`src/dhbp_pkg.sv`:
```
// Shared constants and types for the dual channel host bus port.
package dhbp_pkg;
    localparam int DATA_W = 8;
    localparam int ADDR_W = 3;
    localparam int CHAN_N = 2;
    localparam int CHAN_A = 0;
    localparam int CHAN_B = 1;
    localparam logic [DATA_W-1:0] DATA_RST = 8'h00;
    localparam logic [ADDR_W-1:0] ADDR_RST = 3'h0;
    localparam logic STROBE_IDLE = 1'b1;
    typedef enum logic [1:0]
    {
        ST_IDLE = 2'h0,
        ST_READ = 2'h1,
        ST_WRITE = 2'h2
    } dhbp_state_t;
endpackage

```
`src/dhbp_edge.sv`:
```
// Edge finder for one active-low host strobe.
`timescale 1ns/100ps
`default_nettype none
module dhbp_edge
(
    input wire logic clk,
    input wire logic rst_n,
    input wire logic strobe_n,
    output logic fall,
    output logic rise
);
    import dhbp_pkg::*;

    logic prev_ff;
    logic nxt_prev;

    always_comb
    begin
        nxt_prev = strobe_n;
    end

    always_ff @(posedge clk)
    begin
        if (!rst_n)
            prev_ff <= STROBE_IDLE;
        else
            prev_ff <= nxt_prev;
    end

    assign fall = prev_ff & ~strobe_n;
    assign rise = ~prev_ff & strobe_n;
endmodule
`default_nettype wire

```
`src/dhbp_chan_stat.sv`:
```
// Registered interrupt and transmitter-ready outputs of one channel.
`timescale 1ns/100ps
`default_nettype none
module dhbp_chan_stat
(
    input wire logic clk,
    input wire logic rst_n,
    input wire logic svc_req,
    input wire logic tx_ready,
    output logic irq_ff,
    output logic tx_space_n_ff
);
    import dhbp_pkg::*;

    logic nxt_irq;
    logic nxt_tx_space_n;

    always_comb
    begin
        nxt_irq = svc_req;
        nxt_tx_space_n = ~tx_ready;
    end

    always_ff @(posedge clk)
    begin
        if (!rst_n)
        begin
            irq_ff <= 1'b0;
            tx_space_n_ff <= 1'b1;
        end
        else
        begin
            irq_ff <= nxt_irq;
            tx_space_n_ff <= nxt_tx_space_n;
        end
    end
endmodule
`default_nettype wire

```
`src/dhbp_top.sv`:
```
// Host bus port of a two-channel serial transceiver.
//
// What this block does
// - Read strobe falling edge starts an internal read at register_select.
// - Device drives the selected byte; host captures it on read strobe rise.
// - Write strobe falling edge starts an internal write cycle.
// - Write strobe rising edge stores the data bus byte into the register.
// - Accesses start only while chip select is low; channel_pick picks channel.
// - channel_pick low selects channel B, high selects channel A.
// - Broadcast bit makes one write update both channels' register.
// - irq_channel_a follows channel A's service request, registered one clock later.
// - irq_channel_b follows channel B's service request, registered one clock later.
// - Each channel has an active-low transmitter-ready output from its transmit status.
// - Three address lines pick one of eight registers over an eight-bit bus.
`timescale 1ns/100ps
`default_nettype none
module dhbp_top
(
    input wire logic clk,
    input wire logic rst_n,
    input wire logic cs_n,
    input wire logic channel_pick,
    input wire logic [dhbp_pkg::ADDR_W-1:0] register_select,
    input wire logic read_strobe_n,
    input wire logic write_strobe_n,
    input wire logic [dhbp_pkg::DATA_W-1:0] host_data_bus_in,
    output logic [dhbp_pkg::DATA_W-1:0] host_data_bus_out,
    output logic host_data_bus_oe_n,
    input wire logic write_both_en,
    input wire logic [dhbp_pkg::DATA_W-1:0] rd_data_a,
    input wire logic [dhbp_pkg::DATA_W-1:0] rd_data_b,
    output logic reg_rd_a,
    output logic reg_rd_b,
    output logic reg_wr_a,
    output logic reg_wr_b,
    output logic [dhbp_pkg::ADDR_W-1:0] reg_addr,
    output logic [dhbp_pkg::DATA_W-1:0] reg_wdata,
    input wire logic svc_req_a,
    input wire logic svc_req_b,
    input wire logic tx_ready_a,
    input wire logic tx_ready_b,
    output logic irq_channel_a,
    output logic irq_channel_b,
    output logic tx_space_a_n,
    output logic tx_space_b_n
);
    import dhbp_pkg::*;

    ////////////////////////////////////////////////////////////////////////////////
    // Strobe edges.

    logic rd_fall;
    logic rd_rise;
    logic wr_fall;
    logic wr_rise;

    dhbp_edge u_rd_edge
    (
        .clk(clk),
        .rst_n(rst_n),
        .strobe_n(read_strobe_n),
        .fall(rd_fall),
        .rise(rd_rise)
    );

    dhbp_edge u_wr_edge
    (
        .clk(clk),
        .rst_n(rst_n),
        .strobe_n(write_strobe_n),
        .fall(wr_fall),
        .rise(wr_rise)
    );

    ////////////////////////////////////////////////////////////////////////////////
    // Access sequencer.

    dhbp_state_t st_ff;
    dhbp_state_t nxt_st;
    logic tgt_a_ff;
    logic tgt_b_ff;
    logic nxt_tgt_a;
    logic nxt_tgt_b;
    logic [ADDR_W-1:0] addr_ff;
    logic [ADDR_W-1:0] nxt_addr;
    logic rd_a_ff;
    logic rd_b_ff;
    logic nxt_rd_a;
    logic nxt_rd_b;
    logic wr_a_ff;
    logic wr_b_ff;
    logic nxt_wr_a;
    logic nxt_wr_b;
    logic [DATA_W-1:0] wdata_ff;
    logic [DATA_W-1:0] nxt_wdata;
    logic [DATA_W-1:0] dout_ff;
    logic [DATA_W-1:0] nxt_dout;
    logic oe_n_ff;
    logic nxt_oe_n;
    logic [DATA_W-1:0] rd_mux;

    // A read returns the channel that was picked when the strobe fell.
    assign rd_mux = tgt_a_ff ? rd_data_a : rd_data_b;

    always_comb
    begin
        nxt_st = st_ff;
        nxt_tgt_a = tgt_a_ff;
        nxt_tgt_b = tgt_b_ff;
        nxt_addr = addr_ff;
        nxt_rd_a = 1'b0;
        nxt_rd_b = 1'b0;
        nxt_wr_a = 1'b0;
        nxt_wr_b = 1'b0;
        nxt_wdata = wdata_ff;
        nxt_dout = DATA_RST;
        nxt_oe_n = ~(~cs_n & ~read_strobe_n);
        unique case (st_ff)
            ST_IDLE:
            begin
                if (!cs_n && rd_fall && write_strobe_n)
                begin
                    nxt_st = ST_READ;
                    nxt_addr = register_select;
                    nxt_tgt_a = channel_pick;
                    nxt_tgt_b = ~channel_pick;
                    nxt_rd_a = channel_pick;
                    nxt_rd_b = ~channel_pick;
                end
                else if (!cs_n && wr_fall && read_strobe_n)
                begin
                    nxt_st = ST_WRITE;
                    nxt_addr = register_select;
                    nxt_tgt_a = channel_pick | write_both_en;
                    nxt_tgt_b = ~channel_pick | write_both_en;
                end
            end
            ST_READ:
            begin
                nxt_dout = rd_mux;
                if (rd_rise)
                    nxt_st = ST_IDLE;
            end
            ST_WRITE:
            begin
                if (wr_rise)
                begin
                    nxt_st = ST_IDLE;
                    nxt_wr_a = tgt_a_ff;
                    nxt_wr_b = tgt_b_ff;
                    nxt_wdata = host_data_bus_in;
                end
            end
        endcase
    end

    always_ff @(posedge clk)
    begin
        if (!rst_n)
        begin
            st_ff <= ST_IDLE;
            tgt_a_ff <= 1'b0;
            tgt_b_ff <= 1'b0;
            addr_ff <= ADDR_RST;
            rd_a_ff <= 1'b0;
            rd_b_ff <= 1'b0;
            wr_a_ff <= 1'b0;
            wr_b_ff <= 1'b0;
            wdata_ff <= DATA_RST;
            dout_ff <= DATA_RST;
            oe_n_ff <= 1'b1;
        end
        else
        begin
            st_ff <= nxt_st;
            tgt_a_ff <= nxt_tgt_a;
            tgt_b_ff <= nxt_tgt_b;
            addr_ff <= nxt_addr;
            rd_a_ff <= nxt_rd_a;
            rd_b_ff <= nxt_rd_b;
            wr_a_ff <= nxt_wr_a;
            wr_b_ff <= nxt_wr_b;
            wdata_ff <= nxt_wdata;
            dout_ff <= nxt_dout;
            oe_n_ff <= nxt_oe_n;
        end
    end

    assign reg_rd_a = rd_a_ff;
    assign reg_rd_b = rd_b_ff;
    assign reg_wr_a = wr_a_ff;
    assign reg_wr_b = wr_b_ff;
    assign reg_addr = addr_ff;
    assign reg_wdata = wdata_ff;
    assign host_data_bus_out = dout_ff;
    assign host_data_bus_oe_n = oe_n_ff;

    ////////////////////////////////////////////////////////////////////////////////
    // Per-channel status outputs.

    logic [CHAN_N-1:0] svc_v;
    logic [CHAN_N-1:0] txr_v;
    logic [CHAN_N-1:0] irq_v;
    logic [CHAN_N-1:0] txs_n_v;

    assign svc_v = {svc_req_b, svc_req_a};
    assign txr_v = {tx_ready_b, tx_ready_a};

    for (genvar ch = 0; ch < CHAN_N; ch++)
    begin : g_chan
        dhbp_chan_stat u_stat
        (
            .clk(clk),
            .rst_n(rst_n),
            .svc_req(svc_v[ch]),
            .tx_ready(txr_v[ch]),
            .irq_ff(irq_v[ch]),
            .tx_space_n_ff(txs_n_v[ch])
        );
    end

    assign irq_channel_a = irq_v[CHAN_A];
    assign irq_channel_b = irq_v[CHAN_B];
    assign tx_space_a_n = txs_n_v[CHAN_A];
    assign tx_space_b_n = txs_n_v[CHAN_B];

    ////////////////////////////////////////////////////////////////////////////////
    // Checks.

    a_rd_start: assert property (
        @(posedge clk) disable iff (!rst_n)
        (st_ff == ST_IDLE && !cs_n && $fell(read_strobe_n) && write_strobe_n)
        |=> ((reg_rd_a ^ reg_rd_b) && reg_addr == $past(register_select)
            && st_ff == ST_READ))
        else $error("read strobe fall did not start a read");

    a_rd_data_out: assert property (
        @(posedge clk) disable iff (!rst_n)
        (st_ff == ST_READ) |=> (host_data_bus_out == $past(rd_mux)))
        else $error("read byte not presented on the data bus");

    a_wr_start: assert property (
        @(posedge clk) disable iff (!rst_n)
        (st_ff == ST_IDLE && !cs_n && $fell(write_strobe_n) && read_strobe_n)
        |=> (st_ff == ST_WRITE && !reg_wr_a && !reg_wr_b))
        else $error("write strobe fall did not start a write");

    a_wr_store: assert property (
        @(posedge clk) disable iff (!rst_n)
        (st_ff == ST_WRITE && $rose(write_strobe_n))
        |=> ((reg_wr_a || reg_wr_b) && reg_wdata == $past(host_data_bus_in)
            && st_ff == ST_IDLE))
        else $error("write strobe rise did not store the byte");

    a_cs_gates: assert property (
        @(posedge clk) disable iff (!rst_n)
        (st_ff == ST_IDLE && cs_n)
        |=> (st_ff == ST_IDLE && !reg_rd_a && !reg_rd_b) ##1 (!reg_wr_a && !reg_wr_b))
        else $error("access taken without chip select");

    a_pick_chan: assert property (
        @(posedge clk) disable iff (!rst_n)
        (st_ff == ST_IDLE && !cs_n && $fell(write_strobe_n) && read_strobe_n
            && !write_both_en)
        |=> (tgt_a_ff == $past(channel_pick) && tgt_b_ff == !$past(channel_pick)))
        else $error("wrong channel chosen");

    a_both_write: assert property (
        @(posedge clk) disable iff (!rst_n)
        (st_ff == ST_IDLE && !cs_n && $fell(write_strobe_n) && read_strobe_n
            && write_both_en)
        |=> (tgt_a_ff && tgt_b_ff))
        else $error("broadcast write did not select both channels");

    a_irq_a_level: assert property (
        @(posedge clk) disable iff (!rst_n)
        $past(rst_n) |-> (irq_channel_a == $past(svc_req_a)))
        else $error("channel A interrupt does not follow its request");

    a_irq_b_level: assert property (
        @(posedge clk) disable iff (!rst_n)
        $past(rst_n) |-> (irq_channel_b == $past(svc_req_b)))
        else $error("channel B interrupt does not follow its request");

    a_tx_space_a: assert property (
        @(posedge clk) disable iff (!rst_n)
        $past(rst_n) |-> (tx_space_a_n != $past(tx_ready_a)
            && tx_space_b_n != $past(tx_ready_b)))
        else $error("transmitter ready outputs wrong");

    a_bus_drive: assert property (
        @(posedge clk) disable iff (!rst_n)
        $past(rst_n) |-> (host_data_bus_oe_n == ($past(cs_n) || $past(read_strobe_n))))
        else $error("data bus driven outside a read");

    c_read_a: cover property (@(posedge clk) disable iff (!rst_n)
        reg_rd_a ##[1:20] (st_ff == ST_IDLE));
    c_write_b: cover property (@(posedge clk) disable iff (!rst_n)
        reg_wr_b && !reg_wr_a);
    c_write_both: cover property (@(posedge clk) disable iff (!rst_n)
        reg_wr_a && reg_wr_b);
endmodule
`default_nettype wire

```
`config.mk`:
```
export PLATFORM = sky130hd
export DESIGN_NAME = dhbp_top
export DESIGN_NICKNAME = d
export VERILOG_FILES = /design/src/dhbp_pkg.sv /design/src/dhbp_edge.sv /design/src/dhbp_chan_stat.sv /design/src/dhbp_top.sv
export SDC_FILE = /design/constraint.sdc
export NUM_CORES = 1
export LEC_CHECK = 0
export ABC_CLOCK_PERIOD_IN_PS = 1490
export BUFFER_PORTS_ARGS = -buffer_cell sky130_fd_sc_hd__clkbuf_2
export CAP_MARGIN = 10
export CORE_MARGIN = 2
export CORE_UTILIZATION = 35
export DETAILED_ROUTE_END_ITERATION = 8
export PLACE_DENSITY = 0.73
export SLEW_MARGIN = 20
export SYNTH_ARGS = -nofsm -noshare
export SYNTH_HDL_FRONTEND = slang
export SYNTH_SLANG_ARGS = --single-unit
```
`constraint.sdc`:
```
create_clock -name clk -period 1.49 [get_ports clk]
set_input_delay 0.298 -clock clk [delete_from_list [all_inputs] [get_ports clk]]
set_output_delay 0.298 -clock clk [all_outputs]
set_load 0.1 [all_outputs]
```
== Word-level counts from Yosys, hierarchy flattened ==
Index checks and enable logic that the tools add are counted.

* Flip-flop bits (word level): 34
* Input bits: 38
* Output and inout port bits: 28
* Logic and storage cells: 63

* Equal/unequal tests: 5
* Muxes and demuxes: 12
* Bitwise operators: 16
* Reductions and logical operators: 13

{| class="wikitable"
|+ Operator list
! operator !! count
|-
| $not 1->1 || 9
|-
| $reduce_and 3->1 || 3
|-
| $mux 2 || 4
|-
| $mux 8 || 1
|-
| $mux 3 || 2
|-
| $pmux 2 s3 || 1
|-
| $reduce_and 2->1 || 3
|-
| $and 1x1->1 || 5
|-
| $logic_and 1x1->1 || 4
|-
| $mux 1 || 4
|-
| $ne 3x3->1 const B || 1
|-
| $eq 2x1->1 const B || 1
|-
| $eq 2x2->1 const B || 1
|-
| $logic_not 2->1 || 1
|-
| $ne 2x1->1 const B || 1
|-
| $ne 2x2->1 const B || 1
|-
| $or 1x1->1 || 2
|-
| $reduce_bool 2->1 || 1
|-
| $logic_not 1->1 || 1
|}

== Depth between registers and ports, before layout ==
* Depth after elaboration: 7
* Mapped depth: 6
* Mapped depth without buffers: 6

== By module ==
A second synthesis with hierarchy kept.

* Cells, all modules: 134
* Area total of the unflattened synthesis: 1275.0 µm²

{| class="wikitable"
|+ Modules (own cells, without submodules)
! module !! instances !! cells each !! area each (µm²) !! seq. area each (µm²)
|-
| dhbp_top || 1 || 118 || 1097.3 || 560.5
|-
| dhbp_chan_stat || 2 || 4 || 50.0 || 40.0
|-
| dhbp_edge || 2 || 4 || 38.8 || 20.0
|}

== Worst setup path after synthesis ==
No wires, ideal clock.

* Path kind: register to register
* Start: register st_ff[0]
* End: register st_ff[0]
* Library setup time: 120 ps
* Arrival time: 1174 ps
* Data required time: 1370 ps
* Setup slack: 196 ps
* Cell stages (with the launch flop): 6
* Buffers on the path: 0
* Period minus slack after synthesis: 1294 ps
* Path through: dfxtp_1 inv_1 ha_1 nor3b_1 a221o_1 mux2i_1

* Cells in the longest elaborated chain, start to end: 3
* Elaborated cells between the ends (all ways): 8
* Those cells by class: eq/ne (5); mux (1); reduce/logical (2)

{| class="wikitable"
|+ RTL lines
! item !! RTL line !! source
|-
| start, declared || dhbp_top.sv:78 || <nowiki>dhbp_state_t st_ff;</nowiki>
|-
| start signal, assigned || dhbp_top.sv:175 || <nowiki>st_ff <= nxt_st;</nowiki>
|-
| $eq 2x2->1 (tied with other cells) || dhbp_top.sv:118 || <nowiki>unique case (st_ff)</nowiki>
|-
| $ne 2x1->1 (no line) (tied with other cells) || -- ||
|-
| $reduce_and 3->1 (no line) || -- ||
|}

Several ways; a longest one is shown, not always the timed one.
A chain may end at the register's enable or synchronous reset.

== Final worst setup path ==
* Start: register addr_ff[0], in the netlist reg_addr[0]
* End: output port reg_addr[0] in the netlist's numbering

{| class="wikitable"
|+ RTL lines
! item !! RTL line !! source
|-
| start, declared || dhbp_top.sv:84 || <nowiki>logic [ADDR_W-1:0] addr_ff;</nowiki>
|-
| start signal, assigned || dhbp_top.sv:178 || <nowiki>addr_ff <= nxt_addr;</nowiki>
|-
| end, declared || dhbp_top.sv:36 || <nowiki>output logic [dhbp_pkg::ADDR_W-1:0] reg_addr,</nowiki>
|}

No word-level cell between the ends.

==> impl_summary.log <==
INFO  metric finalHoldViolCount = 0
INFO  metric power_density_relative_to_cell_area = 1190 nW/um^2
INFO  metric cts_inserted_buffers = 5
INFO  metric drt_first_pass_iters = 4
INFO  metric synth.net_count = 155
INFO  metric route.final.wire_length = 2.43 mm
INFO  metric p_clk_frac = 0.251
INFO  metric switching_power = 0.000654 W
INFO  metric cts_post_setup_buffers_inserted = 0
INFO  metric synthesis.yosys.warnings = 0
INFO  metric insertedDiodeCount = 0
INFO  metric crit_path_max_cell_delay = 460 ps
INFO  metric timing_worst_setup_path_type = flip-flop to primary output
INFO  metric worstPathCellList = clkbuf_2
INFO  metric core_footprint = 3420 um^2
INFO  metric design.die.area = 4130 um^2
INFO  metric gr-total-overflow = 0
INFO  metric share_seq_of_total_power = 0.491
INFO  metric std_cell_rows = 21
INFO  metric critical_path.endpoint_type = primary output
INFO  metric setup_repair_after_global_routing_missed_its_margin = no
INFO  metric yosysUniqueCellTypes = 23
INFO  metric floorplan.die.height = 64.3 um
INFO  metric design.final.nets = 225
INFO  metric count_of_buffers_from_port_buffering = 65
INFO  metric power_leakage = 0.807 nW
INFO  metric die_x_extent = 64.3 um
INFO  metric synth-seq-area-share = 0.535
INFO  metric timing.fmax = 0.700 GHz
INFO  metric ioPinCount = 66
INFO  metric place.gp.congestion = 0.765
INFO  metric numClockSinks = 34
INFO  metric relative_max_transition_margin = 0.635
INFO  metric synth_area_per_cell = 11.2 um^2
INFO  metric global_route_wire_length_before_repair = 3.93 mm
INFO  metric highest_count_cells_in_the_layout_ignoring_fill_and_taps = sky130_fd_sc_hd__clkbuf_2, sky130_fd_sc_hd__dfxtp_1, sky130_fd_sc_hd__mux2i_1
INFO  metric detail-route-antenna-nets = 0
INFO  metric detailedPlace.worstSlack = 93.2 ps
INFO  metric worst_path_required_time = 1190 ps
INFO  metric tightestPinTransition = 549 ps
INFO  metric syn-instance-count = 114
INFO  metric finish.instance_area = 1710 um^2
INFO  metric antenna_found_initial = 0
INFO  metric timing.hold.ws = 131 ps
INFO  metric layout-drive-gt1-share = 0.432
INFO  metric layout.cells.most_common = sky130_fd_sc_hd__clkbuf_2
INFO  metric areaGrowthSynthToFinish = 34.5%
INFO  metric dpl-instance-area = 1650 um^2
INFO  metric post_drt_wl_per_cell = 10.5 um
INFO  metric initial_drt_markers = 50
INFO  metric final_worst_clock_skew = 7.91 ps
INFO  metric outcome = completed
INFO  metric arrival = 1130 ps
INFO  metric max_cap_viol_count = 0
INFO  metric drt_drc_violations_left = 0
INFO  metric syn_std_cell_area = 1270 um^2
INFO  metric grt_util_all_layers = 0.128
INFO  metric slowest_stage = sky130_fd_sc_hd__clkbuf_2
INFO  metric clockBufferDepth = 2
INFO  metric routed-via-count = 1,014
INFO  metric critPathTopFamily = buffers and inverters
INFO  metric p_sw_frac = 0.322
INFO  metric crit_path_max_fanout = 2
INFO  metric critical_path.n_buffers_inverters = 1
INFO  metric cts_root_buffer = sky130_fd_sc_hd__clkbuf_4
INFO  metric viasPerCell = 4.39
INFO  metric vdd_ir_drop_max = 0.664 mV
INFO  metric p_comb_frac = 0.258
INFO  metric cts_max_level = 2
INFO  metric first_global_vias = 965
INFO  metric timing.final.crit_period = 1430 ps
INFO  metric tritoncts = done
INFO  metric clock_pin_slew_on_the_worst_setup_and_hold_paths = 100 ps
INFO  metric finalSetupTns = 0 ps
INFO  metric largest_net_degree_at_the_start_of_global_routing = 16
INFO  metric post_layout_worst_setup_margin = 61.2 ps
INFO  metric setup_violations = 0
INFO  metric report.power.total = 0.00203 W
INFO  metric internal_power = 0.00138 W
INFO  metric maxSlewViolCount = 0
INFO  metric layout_worst_path_cycle_share = 0.959
INFO  metric initial_cell_density_of_the_core = 0.372
INFO  metric synth-seq-cells = 34
INFO  metric timing.critical_path.from_type = flip-flop
INFO  metric min_path_type = input port to flip-flop
INFO  metric placed_wire_length_estimate_after_detailed_placement = 1.90 mm
INFO  metric worstSkewPairLatency = 330 ps
## per-layer routing
layer,vias to the layer above,track usage,share of wire,wire (um)
met5,-,0,0,0
met4,0,0.0957,0.033,80
met3,7,0.0511,0.091,220
met2,48,0.207,0.44,1060
met1,438,0.132,0.44,1070
li1,521,-,-,-
## cells by family after synthesis
logic type	count (synthesis)	synth area share
buf+inv	7	0.0216
mux	21	0.165
fa+ha+maj	3	0.0295
simple gates	45	0.212
flops	34	0.535
compound gates	4	0.0364
## power by group through the flow
stage | clock network [W] | logic, W | registers [W]
6_report | 0.000510 | 0.000524 | 0.000997
5_1_grt | 0.000591 | 0.000569 | 0.00101
4_1_cts | 0.000543 | 0.000530 | 0.000998
3_5_place_dp | 0 | 0.000528 | 0.00102
3_3_place_gp | 0 | 0.000521 | 0.00102
2_1_floorplan | 0 | 0.000247 | 0.00119
## layout make-up
| class | count | area [um^2] |
|---|---|---|
| Clock buffer | 7 | 55.1 |
| Sequential cell | 34 | 682 |
| Fill cell | 350 | 1710 |
| Multi-Input combinational cell | 73 | 563 |
| Inverter | 4 | 15.0 |
| Tap cell | 46 | 57.6 |
| Clock inverter | 1 | 5.00 |
| Timing Repair Buffer | 66 | 333 |
## synthesized netlist by cell type
| library cell | count | area share |
|---|---|---|
| sky130_fd_sc_hd__dfxtp_1 | 34 | 0.54 |
| sky130_fd_sc_hd__mux2i_1 | 21 | 0.17 |
| sky130_fd_sc_hd__nor2b_1 | 12 | 0.059 |
| sky130_fd_sc_hd__nor2_1 | 10 | 0.030 |
| sky130_fd_sc_hd__nand2b_1 | 6 | 0.030 |
| sky130_fd_sc_hd__nand2_1 | 5 | 0.015 |
| sky130_fd_sc_hd__inv_1 | 4 | 0.012 |
| sky130_fd_sc_hd__ha_1 | 3 | 0.030 |
| sky130_fd_sc_hd__and2_1 | 2 | 0.0098 |
| sky130_fd_sc_hd__and3_1 | 2 | 0.0098 |
| sky130_fd_sc_hd__clkbuf_1 | 2 | 0.0059 |
| sky130_fd_sc_hd__o311a_1 | 2 | 0.016 |
| sky130_fd_sc_hd__a221o_1 | 1 | 0.0079 |
| sky130_fd_sc_hd__and4bb_2 | 1 | 0.0098 |
| sky130_fd_sc_hd__and4bb_4 | 1 | 0.013 |
| sky130_fd_sc_hd__buf_2 | 1 | 0.0039 |
| sky130_fd_sc_hd__nand3_1 | 1 | 0.0039 |
| sky130_fd_sc_hd__nand3b_1 | 1 | 0.0059 |
| sky130_fd_sc_hd__nor2_4 | 1 | 0.0089 |
| sky130_fd_sc_hd__nor3b_1 | 1 | 0.0059 |
| sky130_fd_sc_hd__o21ai_4 | 1 | 0.013 |
| sky130_fd_sc_hd__or2_2 | 1 | 0.0049 |
| sky130_fd_sc_hd__or3b_2 | 1 | 0.0069 |
## state kept, by name, indices dropped and copies added (netlist names), 2 cells and up
name,count
g_chan.u_stat.irq_ff,2
reg_addr,3
g_chan.u_stat.tx_space_n_ff,2
host_data_bus_out,8
reg_wdata,8
st_ff,2
## through the flow
step	std cells	utilization
global route	231	0.501
detailed placement	223	0.483
finish	231	0.501
global placement	223	0.483
floorplan	114	-
CTS	231	0.500
## path summary, 6_finish.rpt
| kind | from | endpoint | slack (ps) | cells past startpoint |
|---|---|---|---|---|
| max reg2reg | st_ff[1] | st_ff[1] | 130 | 4 |
| min | tx_ready_b | g_chan[1].u_stat.tx_space_n_ff | 130 | 2 |
| min reg2reg | st_ff[0] | st_ff[0] | 480 | 2 |
| max | reg_addr[0] | reg_addr[0] | 60 | 1 |
## timing repair
item | in CTS | in global routing
hold endpoints to repair | 0 | 0
hold buffers | 0 | 0
setup endpoints to repair | 0 | 3
gates resized for setup | 0 | 3
(Power assumes the default switching activity.)
